File: src/verilog/cls_pkg.sv
/*
  package for the coherent line sequencer: sizes, transaction kinds,
  cache line geometry and the static continuous-read option.
  assumes nothing beyond a SystemVerilog compiler.
*/
package cls_pkg;
  localparam int CLS_MASTERS = 2;
  localparam int CLS_ADDR_W = 16;
  localparam int CLS_LINE_LSB = 6;
  localparam int CLS_TAG_W = CLS_ADDR_W - CLS_LINE_LSB;
  localparam int CLS_BEATS = 4;
  localparam int CLS_BEAT_W = 2;
  localparam logic [CLS_BEAT_W-1:0] CLS_LAST_BEAT = 2'h3;
  localparam int CLS_DATA_W = 32;
  localparam int CLS_RESP_W = 5;
  localparam logic [CLS_BEAT_W-1:0] CLS_BEAT_RST = 2'h0;
  // static option: undeclared means false
  localparam logic CLS_CONT_READ_DEFAULT = 1'b0;

  typedef enum logic [3:0] {
    CLS_RD_NOSNOOP, CLS_RD_ONCE, CLS_RD_CLEAN, CLS_RD_NOTSHDIRTY,
    CLS_RD_SHARED, CLS_RD_UNIQUE, CLS_CLEAN_UNIQUE, CLS_MAKE_UNIQUE,
    CLS_CLEAN_SHARED, CLS_CLEAN_INVALID, CLS_MAKE_INVALID, CLS_WR_UNIQUE,
    CLS_WR_NOSNOOP
  } cls_kind_t;
endpackage

File: src/verilog/cls_link_if.sv
/*
  interface joining the interconnect end and the master end.
  assumes one shared clock mclk; the bench ties both ends to it.
*/
`timescale 1ns/1ps
interface cls_link_if;
  import cls_pkg::*;
  // request from master
  logic req_valid;
  logic req_ready;
  logic req_write;
  cls_kind_t req_kind;
  logic [CLS_ADDR_W-1:0] req_addr;
  logic req_full_line;
  logic req_cacheable;
  // response / read data to master
  logic rsp_valid;
  logic rsp_last;
  logic [CLS_DATA_W-1:0] rsp_data;
  logic rack;
  logic wack;
  // snoop to master
  logic snp_valid;
  logic snp_ready;
  logic [CLS_ADDR_W-1:0] snp_addr;
  logic crresp_valid;
  logic [CLS_RESP_W-1:0] crresp;
  modport ic (input req_valid, req_write, req_kind, req_addr,
    req_full_line, req_cacheable, rack, wack, snp_ready, crresp_valid,
    crresp, output req_ready, rsp_valid, rsp_last, rsp_data, snp_valid,
    snp_addr);
  modport mst (output req_valid, req_write, req_kind, req_addr,
    req_full_line, req_cacheable, rack, wack, snp_ready, crresp_valid,
    crresp, input req_ready, rsp_valid, rsp_last, rsp_data, snp_valid,
    snp_addr);
endinterface

File: src/verilog/cls_interconnect.sv
/*
  interconnect end for one master port: sequences a request, drives
  snoops from a user snoop port, and interlocks response with snoop.
  assumes the master end on cls_link_if and a user that wants to snoop.
  holds one request and one snoop outstanding at a time.
*/
// Operation
// - one global order per cache line
// - any arbitration picks who goes first
// - snoop before response orders snoop first
// - response before snoop orders request first
// - interlocks compare same cache line only
// - no snoop after response until ack
// - no response after snoop until crresp
// - master acks every read and write
// - rack only after last read beat
// - wack only after write response
// - acks taken the cycle they arrive
// - static continuous read option, default false
// - option on: remaining beats always delivered
// - master may stall snoops mid line read; here snp_ready is ignored and the master never stalls
// - started snoop data finishes fully
// - which reads continuous return covers
// - continuous read recommended, not required
// - snoop, collect, access memory, respond
// - several outstanding requests and snoops allowed; here one request and one snoop at a time
`timescale 1ns/1ps
module cls_interconnect #(
  parameter logic CONT_READ = cls_pkg::CLS_CONT_READ_DEFAULT
) (
  // clock and reset
  input wire logic mclk,
  input wire logic resetn,
  // link
  cls_link_if.ic link,
  // user snoop request
  input wire logic usr_snp_valid,
  input wire logic [cls_pkg::CLS_ADDR_W-1:0] usr_snp_addr,
  output logic usr_snp_taken,
  // memory data for responses
  input wire logic [cls_pkg::CLS_DATA_W-1:0] mem_data,
  // observation
  output logic ack_seen,
  output logic [cls_pkg::CLS_RESP_W-1:0] snp_result
);
  import cls_pkg::*;
  // sequencer, response and snoop state
  typedef enum logic [1:0] {CLS_IDLE, CLS_HOLD, CLS_BEAT, CLS_ACKW} cls_st_t;
  cls_st_t st, next_st;
  logic [CLS_TAG_W-1:0] req_tag, next_req_tag, snp_tag, next_snp_tag;
  logic req_coh, next_req_coh, cont, next_cont;
  logic [CLS_BEAT_W-1:0] beat, next_beat;
  logic rsp_v, next_rsp_v, rsp_l, next_rsp_l;
  logic [CLS_DATA_W-1:0] rsp_d, next_rsp_d;
  logic snp_v, next_snp_v, snp_wait, next_snp_wait;
  logic [CLS_ADDR_W-1:0] snp_a, next_snp_a;
  logic rdy, next_rdy, taken, next_taken, ack, next_ack;
  logic [CLS_RESP_W-1:0] sres, next_sres;
  logic kind_coh, kind_cont, same_line, new_snp_line;

  // classify incoming request kinds
  always_comb begin
    // no-snoop kinds skip every interlock
    kind_coh = link.req_kind != CLS_RD_NOSNOOP &&
      link.req_kind != CLS_WR_NOSNOOP;
    case (link.req_kind)
      CLS_RD_CLEAN, CLS_RD_SHARED, CLS_RD_UNIQUE,
      CLS_RD_NOTSHDIRTY: kind_cont = 1'b1;
      CLS_RD_ONCE: kind_cont = link.req_full_line;
      CLS_RD_NOSNOOP: kind_cont = link.req_full_line &&
        link.req_cacheable;
      default: kind_cont = 1'b0;
    endcase
  end
  // line compare only, low address bits ignored
  assign same_line = snp_tag == req_tag;
  // same test for a snoop that is still only requested
  assign new_snp_line = usr_snp_addr[CLS_ADDR_W-1:CLS_LINE_LSB] == req_tag;

  // sequencer next state
  always_comb begin
    next_st = st;
    next_req_tag = req_tag;
    next_req_coh = req_coh;
    next_cont = cont;
    next_beat = beat;
    next_rsp_v = 1'b0;
    next_rsp_l = 1'b0;
    next_rsp_d = rsp_d;
    next_snp_v = 1'b0;
    next_snp_wait = snp_wait;
    next_snp_a = snp_a;
    next_snp_tag = snp_tag;
    next_rdy = 1'b0;
    next_taken = 1'b0;
    next_ack = 1'b0;
    next_sres = sres;
    // crresp closes the snoop-awaiting-response flag
    // and frees the port for the next snoop
    if (link.crresp_valid) begin
      next_snp_wait = 1'b0;
      next_sres = link.crresp;
    end
    // issue a snoop unless a same-line coherent response is in flight;
    // from the beat phase to the ack the line belongs to the master,
    // and a snoop there would be ordered both before and after it
    if (usr_snp_valid && !snp_wait && !snp_v &&
        !((st == CLS_BEAT || st == CLS_ACKW) && req_coh &&
          new_snp_line)) begin
      next_snp_v = 1'b1;
      next_snp_wait = 1'b1;
      next_snp_a = usr_snp_addr;
      next_snp_tag = usr_snp_addr[CLS_ADDR_W-1:CLS_LINE_LSB];
      next_taken = 1'b1;
    end
    case (st)
      CLS_IDLE: begin
        // one port here, so arbitration is simply first come
        next_rdy = 1'b1;
        if (rdy && link.req_valid) begin
          next_rdy = 1'b0;
          next_req_tag = link.req_addr[CLS_ADDR_W-1:CLS_LINE_LSB];
          next_req_coh = kind_coh;
          next_cont = CONT_READ && !link.req_write && kind_cont;
          next_beat = CLS_BEAT_RST;
          next_st = CLS_HOLD;
        end
      end
      CLS_HOLD: begin
        // wait out any same-line snoop before answering
        // a snoop that went out first is ordered first
        if (!(req_coh && (snp_wait || snp_v) && same_line)) begin
          next_st = CLS_BEAT;
        end
      end
      CLS_BEAT: begin
        // the first beat waits for a same-line crresp even with the
        // option on; once it is out no snoop can stall the rest
        if ((cont && beat != CLS_BEAT_RST) ||
            !(req_coh && snp_wait && same_line)) begin
          next_rsp_v = 1'b1;
          next_rsp_d = mem_data;
          next_beat = beat + 2'h1;
          if (beat == CLS_LAST_BEAT) begin
            next_rsp_l = 1'b1;
            next_st = CLS_ACKW;
          end
        end
      end
      CLS_ACKW: begin
        // acks cannot be stalled, so take them the cycle they arrive
        if (link.rack || link.wack) begin
          next_ack = 1'b1;
          next_st = CLS_IDLE;
        end
      end
      default: next_st = CLS_IDLE;
    endcase
  end

  // register sequencer state
  always_ff @(posedge mclk) begin
    if (!resetn) begin
      st <= CLS_IDLE;
      req_tag <= '0;
      req_coh <= 1'b0;
      cont <= 1'b0;
      beat <= CLS_BEAT_RST;
      rsp_v <= 1'b0;
      rsp_l <= 1'b0;
      rsp_d <= '0;
      snp_v <= 1'b0;
      snp_wait <= 1'b0;
      snp_a <= '0;
      snp_tag <= '0;
      rdy <= 1'b0;
      taken <= 1'b0;
      ack <= 1'b0;
      sres <= '0;
    end else begin
      st <= next_st;
      req_tag <= next_req_tag;
      req_coh <= next_req_coh;
      cont <= next_cont;
      beat <= next_beat;
      rsp_v <= next_rsp_v;
      rsp_l <= next_rsp_l;
      rsp_d <= next_rsp_d;
      snp_v <= next_snp_v;
      snp_wait <= next_snp_wait;
      snp_a <= next_snp_a;
      snp_tag <= next_snp_tag;
      rdy <= next_rdy;
      taken <= next_taken;
      ack <= next_ack;
      sres <= next_sres;
    end
  end

  // link and observation outputs come straight from registers
  assign link.req_ready = rdy;
  assign link.rsp_valid = rsp_v;
  assign link.rsp_last = rsp_l;
  assign link.rsp_data = rsp_d;
  assign link.snp_valid = snp_v;
  assign link.snp_addr = snp_a;
  assign usr_snp_taken = taken;
  assign ack_seen = ack;
  assign snp_result = sres;
endmodule

File: src/flat_wrapper.sv
// flat-port wrapper written by rule: the top's interface ports become plain ports
module cls_interconnect_flat import cls_pkg::*;
#(
  parameter logic CONT_READ = cls_pkg::CLS_CONT_READ_DEFAULT
)
  (mclk, resetn, usr_snp_valid, usr_snp_addr, usr_snp_taken, mem_data, ack_seen, snp_result, link_req_valid, link_req_write, link_req_kind, link_req_addr, link_req_full_line, link_req_cacheable, link_rack, link_wack, link_snp_ready, link_crresp_valid, link_crresp, link_req_ready, link_rsp_valid, link_rsp_last, link_rsp_data, link_snp_valid, link_snp_addr);
  cls_link_if link_i ();
  input wire logic mclk;
  input wire logic resetn;
  input wire logic usr_snp_valid;
  input wire logic [cls_pkg::CLS_ADDR_W-1:0] usr_snp_addr;
  output logic usr_snp_taken;
  input wire logic [cls_pkg::CLS_DATA_W-1:0] mem_data;
  output logic ack_seen;
  output logic [cls_pkg::CLS_RESP_W-1:0] snp_result;
  input wire logic [$bits(link_i.req_valid)-1:0] link_req_valid;
  input wire logic [$bits(link_i.req_write)-1:0] link_req_write;
  input wire logic [$bits(link_i.req_kind)-1:0] link_req_kind;
  input wire logic [$bits(link_i.req_addr)-1:0] link_req_addr;
  input wire logic [$bits(link_i.req_full_line)-1:0] link_req_full_line;
  input wire logic [$bits(link_i.req_cacheable)-1:0] link_req_cacheable;
  input wire logic [$bits(link_i.rack)-1:0] link_rack;
  input wire logic [$bits(link_i.wack)-1:0] link_wack;
  input wire logic [$bits(link_i.snp_ready)-1:0] link_snp_ready;
  input wire logic [$bits(link_i.crresp_valid)-1:0] link_crresp_valid;
  input wire logic [$bits(link_i.crresp)-1:0] link_crresp;
  output wire logic [$bits(link_i.req_ready)-1:0] link_req_ready;
  output wire logic [$bits(link_i.rsp_valid)-1:0] link_rsp_valid;
  output wire logic [$bits(link_i.rsp_last)-1:0] link_rsp_last;
  output wire logic [$bits(link_i.rsp_data)-1:0] link_rsp_data;
  output wire logic [$bits(link_i.snp_valid)-1:0] link_snp_valid;
  output wire logic [$bits(link_i.snp_addr)-1:0] link_snp_addr;
  assign link_i.req_valid = link_req_valid;
  assign link_i.req_write = link_req_write;
  assign link_i.req_kind = link_req_kind;
  assign link_i.req_addr = link_req_addr;
  assign link_i.req_full_line = link_req_full_line;
  assign link_i.req_cacheable = link_req_cacheable;
  assign link_i.rack = link_rack;
  assign link_i.wack = link_wack;
  assign link_i.snp_ready = link_snp_ready;
  assign link_i.crresp_valid = link_crresp_valid;
  assign link_i.crresp = link_crresp;
  assign link_req_ready = link_i.req_ready;
  assign link_rsp_valid = link_i.rsp_valid;
  assign link_rsp_last = link_i.rsp_last;
  assign link_rsp_data = link_i.rsp_data;
  assign link_snp_valid = link_i.snp_valid;
  assign link_snp_addr = link_i.snp_addr;
  cls_interconnect #(.CONT_READ(CONT_READ)) u_core (.mclk(mclk), .resetn(resetn), .link(link_i), .usr_snp_valid(usr_snp_valid), .usr_snp_addr(usr_snp_addr), .usr_snp_taken(usr_snp_taken), .mem_data(mem_data), .ack_seen(ack_seen), .snp_result(snp_result));
endmodule
File: config.mk
export PLATFORM = sky130hd
export DESIGN_NAME = cls_interconnect_flat
export DESIGN_NICKNAME = d
export VERILOG_FILES = /design/src/verilog/cls_pkg.sv /design/src/verilog/cls_link_if.sv /design/src/verilog/cls_interconnect.sv /design/src/flat_wrapper.sv
export SDC_FILE = /design/constraint.sdc
export NUM_CORES = 1
export LEC_CHECK = 0
export ABC_AREA = 1
export BUFFER_PORTS_ARGS = -buffer_cell sky130_fd_sc_hd__buf_2
export CAP_MARGIN = 40
export CORE_ASPECT_RATIO = 1.4
export CORE_UTILIZATION = 50
export CTS_CLUSTER_DIAMETER = 50
export DETAILED_ROUTE_END_ITERATION = 16
export PLACE_DENSITY = 0.84
export SLEW_MARGIN = 0
export SYNTH_ARGS = -nofsm -noshare
export SYNTH_HDL_FRONTEND = slang
export SYNTH_SLANG_ARGS = --single-unit
File: constraint.sdc
create_clock -name mclk -period 3.5 [get_ports mclk]
set_input_delay 0.35 -clock mclk [delete_from_list [all_inputs] [get_ports mclk]]
set_output_delay 0.35 -clock mclk [all_outputs]
set_load 0.02 [all_outputs]
* After elaboration in Yosys (flattened, before gate mapping)
Cells that the tools add are included.
** Storage, ports and cells
- Flip-flop bits (word level) :: 84
- Input port bits :: 84
- Output and inout port bits :: 59
** Operators by class
- Add/sub/neg operators :: 1
- Eq/ne operators :: 12
- Multiplexer cells :: 16
- Reduce and logical (&&, ||, !) cells :: 30
** Operator list (count)
- $eq A10 B10 Y1 :: 2
- $mux W2 :: 7
- $logic_and A1 B1 Y1 :: 11
- $reduce_and A2 Y1 :: 5
- $ne A2 B2 Y1 const B :: 4
- $pmux W2 S4 :: 1
- $mux W1 :: 7
- $eq A2 B2 Y1 const B :: 3
- $reduce_and A3 Y1 :: 2
- $reduce_and A5 Y1 :: 1
- $logic_not A1 Y1 :: 4
- $ne A4 B4 Y1 const B :: 1
- $pmux W2 S2 :: 1
- $reduce_bool A2 Y1 :: 2
- $reduce_bool A4 Y1 :: 1
- $logic_or A1 B1 Y1 :: 3
- $add A2 B1 Y2 const B :: 1
- $eq A2 B1 Y1 const B :: 1
- $logic_not A2 Y1 :: 1
- $ne A2 B1 Y1 const B :: 1

* Longest topological paths before layout
- Word-level depth :: 7
- Gate-level depth with buffers :: 12

* Least setup slack after synthesis
No wires, ideal clock.
- Path kind :: register to register
- Start point :: register u_core.st[0]
- End point :: register u_core.snp_a[9], in the netlist u_core.link.snp_addr[9]
- Library setup time :: 0.115 ns
- Arrival :: 1.490 ns
- Data required time :: 3.385 ns
- Setup slack :: 1.895 ns
- Stages on the path, launching flop included :: 11
- Period minus slack after synthesis :: 1.605 ns
- Cell sequence :: dfxtp_1 > inv_1 > ha_1 > clkbuf_2 > o221ai_1 > nor2_1 > nand3_1 > buf_2 > nand3b_1 > nand2_1 > nor2_1
** On the way
- Word-level cells in the longest chain between the ends :: 6
** RTL lines
- from (decl) :: RTL line cls_interconnect.sv:49 : cls_st_t st, next_st;
- from (signal assigned) :: RTL line cls_interconnect.sv:181 : st <= next_st;
- $eq A2 B2 Y1 :: RTL line cls_interconnect.sv:108 : !((st == CLS_BEAT || st == CLS_ACKW) && req_coh &&
- $logic_or A1 B1 Y1 (*) :: RTL line cls_interconnect.sv:108
- $logic_and A1 B1 Y1 (*) (2 in a row) :: RTL line cls_interconnect.sv:108
- $logic_not A1 Y1 (*) :: RTL line cls_interconnect.sv:108
- $logic_and A1 B1 Y1 (*) :: RTL line cls_interconnect.sv:107 : if (usr_snp_valid && !snp_wait && !snp_v &&
- to (signal assigned) :: RTL line cls_interconnect.sv:191 : snp_a <= next_snp_a;
- to (decl) :: RTL line cls_interconnect.sv:56 : logic [CLS_ADDR_W-1:0] snp_a, next_snp_a;
Every way passes the cells marked *; elsewhere a longest branch is shown, timed or not.
A chain may end at the register's enable or synchronous reset.

* Worst setup path after layout
- Start point :: register u_core.st[0]
- End point :: register u_core.snp_a[5], in the netlist u_core.link.snp_addr[5]
Same word-level chain as after synthesis.

==> impl_metrics.py <==
metrics = {
    "floorplan": {
        "die-area_mm2": 0.00664,
        "die_w_um": 69.2,
        "fp-row-count": 33,
        "start_util": 0.527,
        "core_mm2": 0.00599,
        "ios": 143,
        "die_h_um": 96.0,
    },
    "critical_path": {
        "cp-end-kind": "flip-flop",
        "critPathKind": "flip-flop to flip-flop",
        "path_delay_family": "simple AND/OR/NAND/NOR gates",
        "start_kind": "flip-flop",
        "crit_chain": "inv_1 > ha_1 > o221ai_1 > nor2_1 > nand3_1 > buf_4 > nand3b_1 > nand2_1 > nor2_1",
        "critPathMostFrequentCell": "nor2_1",
        "worstPathRequired_ns": 3.78,
        "slowest_delay_ns": 0.37,
        "crit_buf_inv": 2,
        "cp.arrival_ns": 2.42,
        "slowest_stage": "ha_1",
        "worstPathMaxFanout": 23,
    },
    "sta": {
        "skew_ns": 0.0104,
        "tightest_slew_ns": 0.759,
        "finalCritPeriodShare": 0.610,
        "hold_violations": 0,
        "setup_viol": 0,
        "max_freq_mhz": 468,
        "post-route-min-period_ns": 2.14,
        "holdWs_ns": 0.228,
        "rsz0062_at_grt": "no",
        "drv_slew": 0,
        "max-slew-margin-rel": 0.493,
        "setup_tns_ns": 0,
    },
    "routing": {
        "num_vias": 3120,
        "drt_iter0_drc": 112,
        "wire_per_inst_um": 11.7,
        "drt_pass1_iterations": 4,
        "final_antenna_net_count": 0,
        "post-route-drc-count": 0,
        "drt_wl_total_um": 7250,
        "via_per_inst": 5.02,
    },
    "synth": {
        "syn_inst": 423,
        "yosysUniqueCellTypes": 32,
        "synthFlopType": "dfxtp_1",
        "synth_top_family_by_area": "simple AND/OR/NAND/NOR gates",
        "ys_warn_count": 0,
        "synth_nets": 513,
        "synthAdderAreaFrac": 0.0238,
        "async_reset_ff_frac": 0,
        "syn-cell-area_mm2": 0.00316,
        "synth_edf_count": 0,
        "ys_ff_latch": 74,
        "synth_mux_area_frac": 0,
        "synth-simple-area-share": 0.256,
        "syn_area_per_cell_um2": 7.47,
        "synthXorXnorAreaFrac": 0.0277,
        "synth_compound_area_frac": 0.142,
        "seq_area_frac_synth": 0.469,
    },
    "clocking": {
        "cts_resized": 0,
        "post_cts_buffers": 0,
        "h-tree-depth": 3,
        "numCtsBuffers": 9,
        "clock_tree.buffer_depth": 2,
        "path_clk_slew_ns": 0.09,
        "cts_sinks": 74,
        "cts_hold_buffers": 0,
        "cts-root-buf": "clkbuf_8",
        "cts_tree": "built",
        "clk_latency_ns": 0.35,
    },
    "place": {
        "gp_congestion": 0.849,
        "dp_hpwl_um": 5240,
        "port_buffers": 132,
    },
    "power": {
        "power.static_leakage_nw": 1.98,
        "ir_worst_vdd_mv": 0.345,
        "powerDensity_mw_per_mm2": 702,
    },
    "grt": {
        "grt_antenna_before_repair": 0,
        "first_global_vias": 2767,
        "grt_start_max_net_pins": 41,
        "grtUsageTotal": 0.221,
        "grt.overflow.total": 0,
        "grt_pass1_wl_um": 11900,
    },
    "final_layout": {
        "finalNetCount": 636,
        "drive_gt1_frac": 0.294,
        "area_delta_synth_final_pct": 26.8,
        "num_antenna_cells": 0,
    },
    "flow_run": {
        "drv_cap": 0,
    },
    "worst_hold_path": {
        "hold_path.class": "primary input to flip-flop",
    },
    "run_status": {
        "status": "complete, no violations",
    },
}
==> final timing paths <==
| kind | to | cells past startpoint | startpoint | slack [ns] |
|---|---|---|---|---|
| max | u_core.link.snp_addr[5] | 9 | u_core.st[0] | 1.36 |
| min reg2reg | u_core.link.rsp_data[28] | 2 | u_core.link.rsp_data[28] | 0.48 |
| min | u_core.snp_result[4] | 3 | link_crresp[4] | 0.23 |
| max reg2reg | u_core.link.snp_addr[5] | 9 | u_core.st[0] | 1.36 |
==> layer usage <==
| metal | track usage | wire length [um] | vias up |
|---|---|---|---|
| li1 | - | - | 1603 |
| met1 | 0.242 | 2960 | 1378 |
| met2 | 0.414 | 3660 | 129 |
| met3 | 0.0513 | 554 | 10 |
| met4 | 0.0850 | 84 | 0 |
| met5 | 0 | 0 | - |
==> sequential cells by signal, summed over array words and instances, names as in the netlist <==
name                   flops
u_core.link.rsp_data      32
u_core.link.snp_addr      16
u_core.req_tag            10
u_core.snp_result          5
u_core.beat                2
u_core.st                  2
u_core.ack_seen            1
u_core.link.req_ready      1
u_core.link.rsp_last       1
u_core.link.rsp_valid      1
u_core.link.snp_valid      1
u_core.req_coh             1
u_core.snp_wait            1
==> layout make-up <==
class	instances	area, um^2
sequential	74	1480
timing repair buffer	135	683
inverter	34	128
multi-input combinational	292	1420
clock buffer	9	124
fill	543	1980
clock inverter	7	77.6
tap	70	87.6
==> power by group <==
part	internal, mW	leakage [nW]	switching [mW]
logic	0.361	1.27	0.657
registers	1.03	0.608	0.105
clock network	0.335	0.100	0.327
==> through the flow <==
stage / power (mW) / setup slack, ns / util / instances / cell area [um^2]
after floorplan: 1.92 / 1.90 / - / 423 / 3160
after detailed placement: 2.17 / 1.37 / 0.635 / 605 / 3800
final: 2.81 / 1.36 / 0.669 / 621 / 4000
after CTS: 2.84 / 1.35 / 0.669 / 621 / 4000
after global placement: 2.14 / 1.48 / 0.635 / 605 / 3800
after global routing: 3.01 / 1.09 / 0.669 / 621 / 4000
==> placed cells by master (no fill, tap or decap), drive strengths merged, types with 2 or more instances in the layout <==
cell type	n
buf	135
clkinv	3
dfxtp	74
xnor2	6
inv	36
nor3	2
a21oi	31
nand2	49
xor2	4
clkbuf	9
nand4	4
nor2	110
or2	2
ha	6
a211oi	2
nand3	11
o21ai	49
nand3b	11
==> cells in the mapped netlist (8+ instances only) <==
cell / number / share of area
a21oi_1: 31 / 0.049
nand3_1: 10 / 0.016
clkbuf_1: 8 / 0.0095
nand3b_1: 11 / 0.026
buf_2: 8 / 0.013
nor2_1: 108 / 0.13
inv_1: 29 / 0.034
dfxtp_1: 74 / 0.47
o21ai_0: 35 / 0.055
o21ai_1: 14 / 0.022
nand2_1: 48 / 0.057
==> worst min-delay path: cells and delay by family <==
kind                   cells  cell delay [ns]
AND/OR/NAND/NOR            2             0.11
buffers and inverters      1             0.08
==> cells by family (layout without fill, tap and decap cells) <==
group / count (synthesis) / in the layout
buffers and inverters: 57 / 185
adders and majority gates: 6 / 6
xor gates and xnor gates: 10 / 10
DFF: 74 / 74
AOI/OAI and AO/OA: 86 / 86
and+or+nand+nor: 190 / 190
Note: power is estimated with default switching activity, not from simulation.
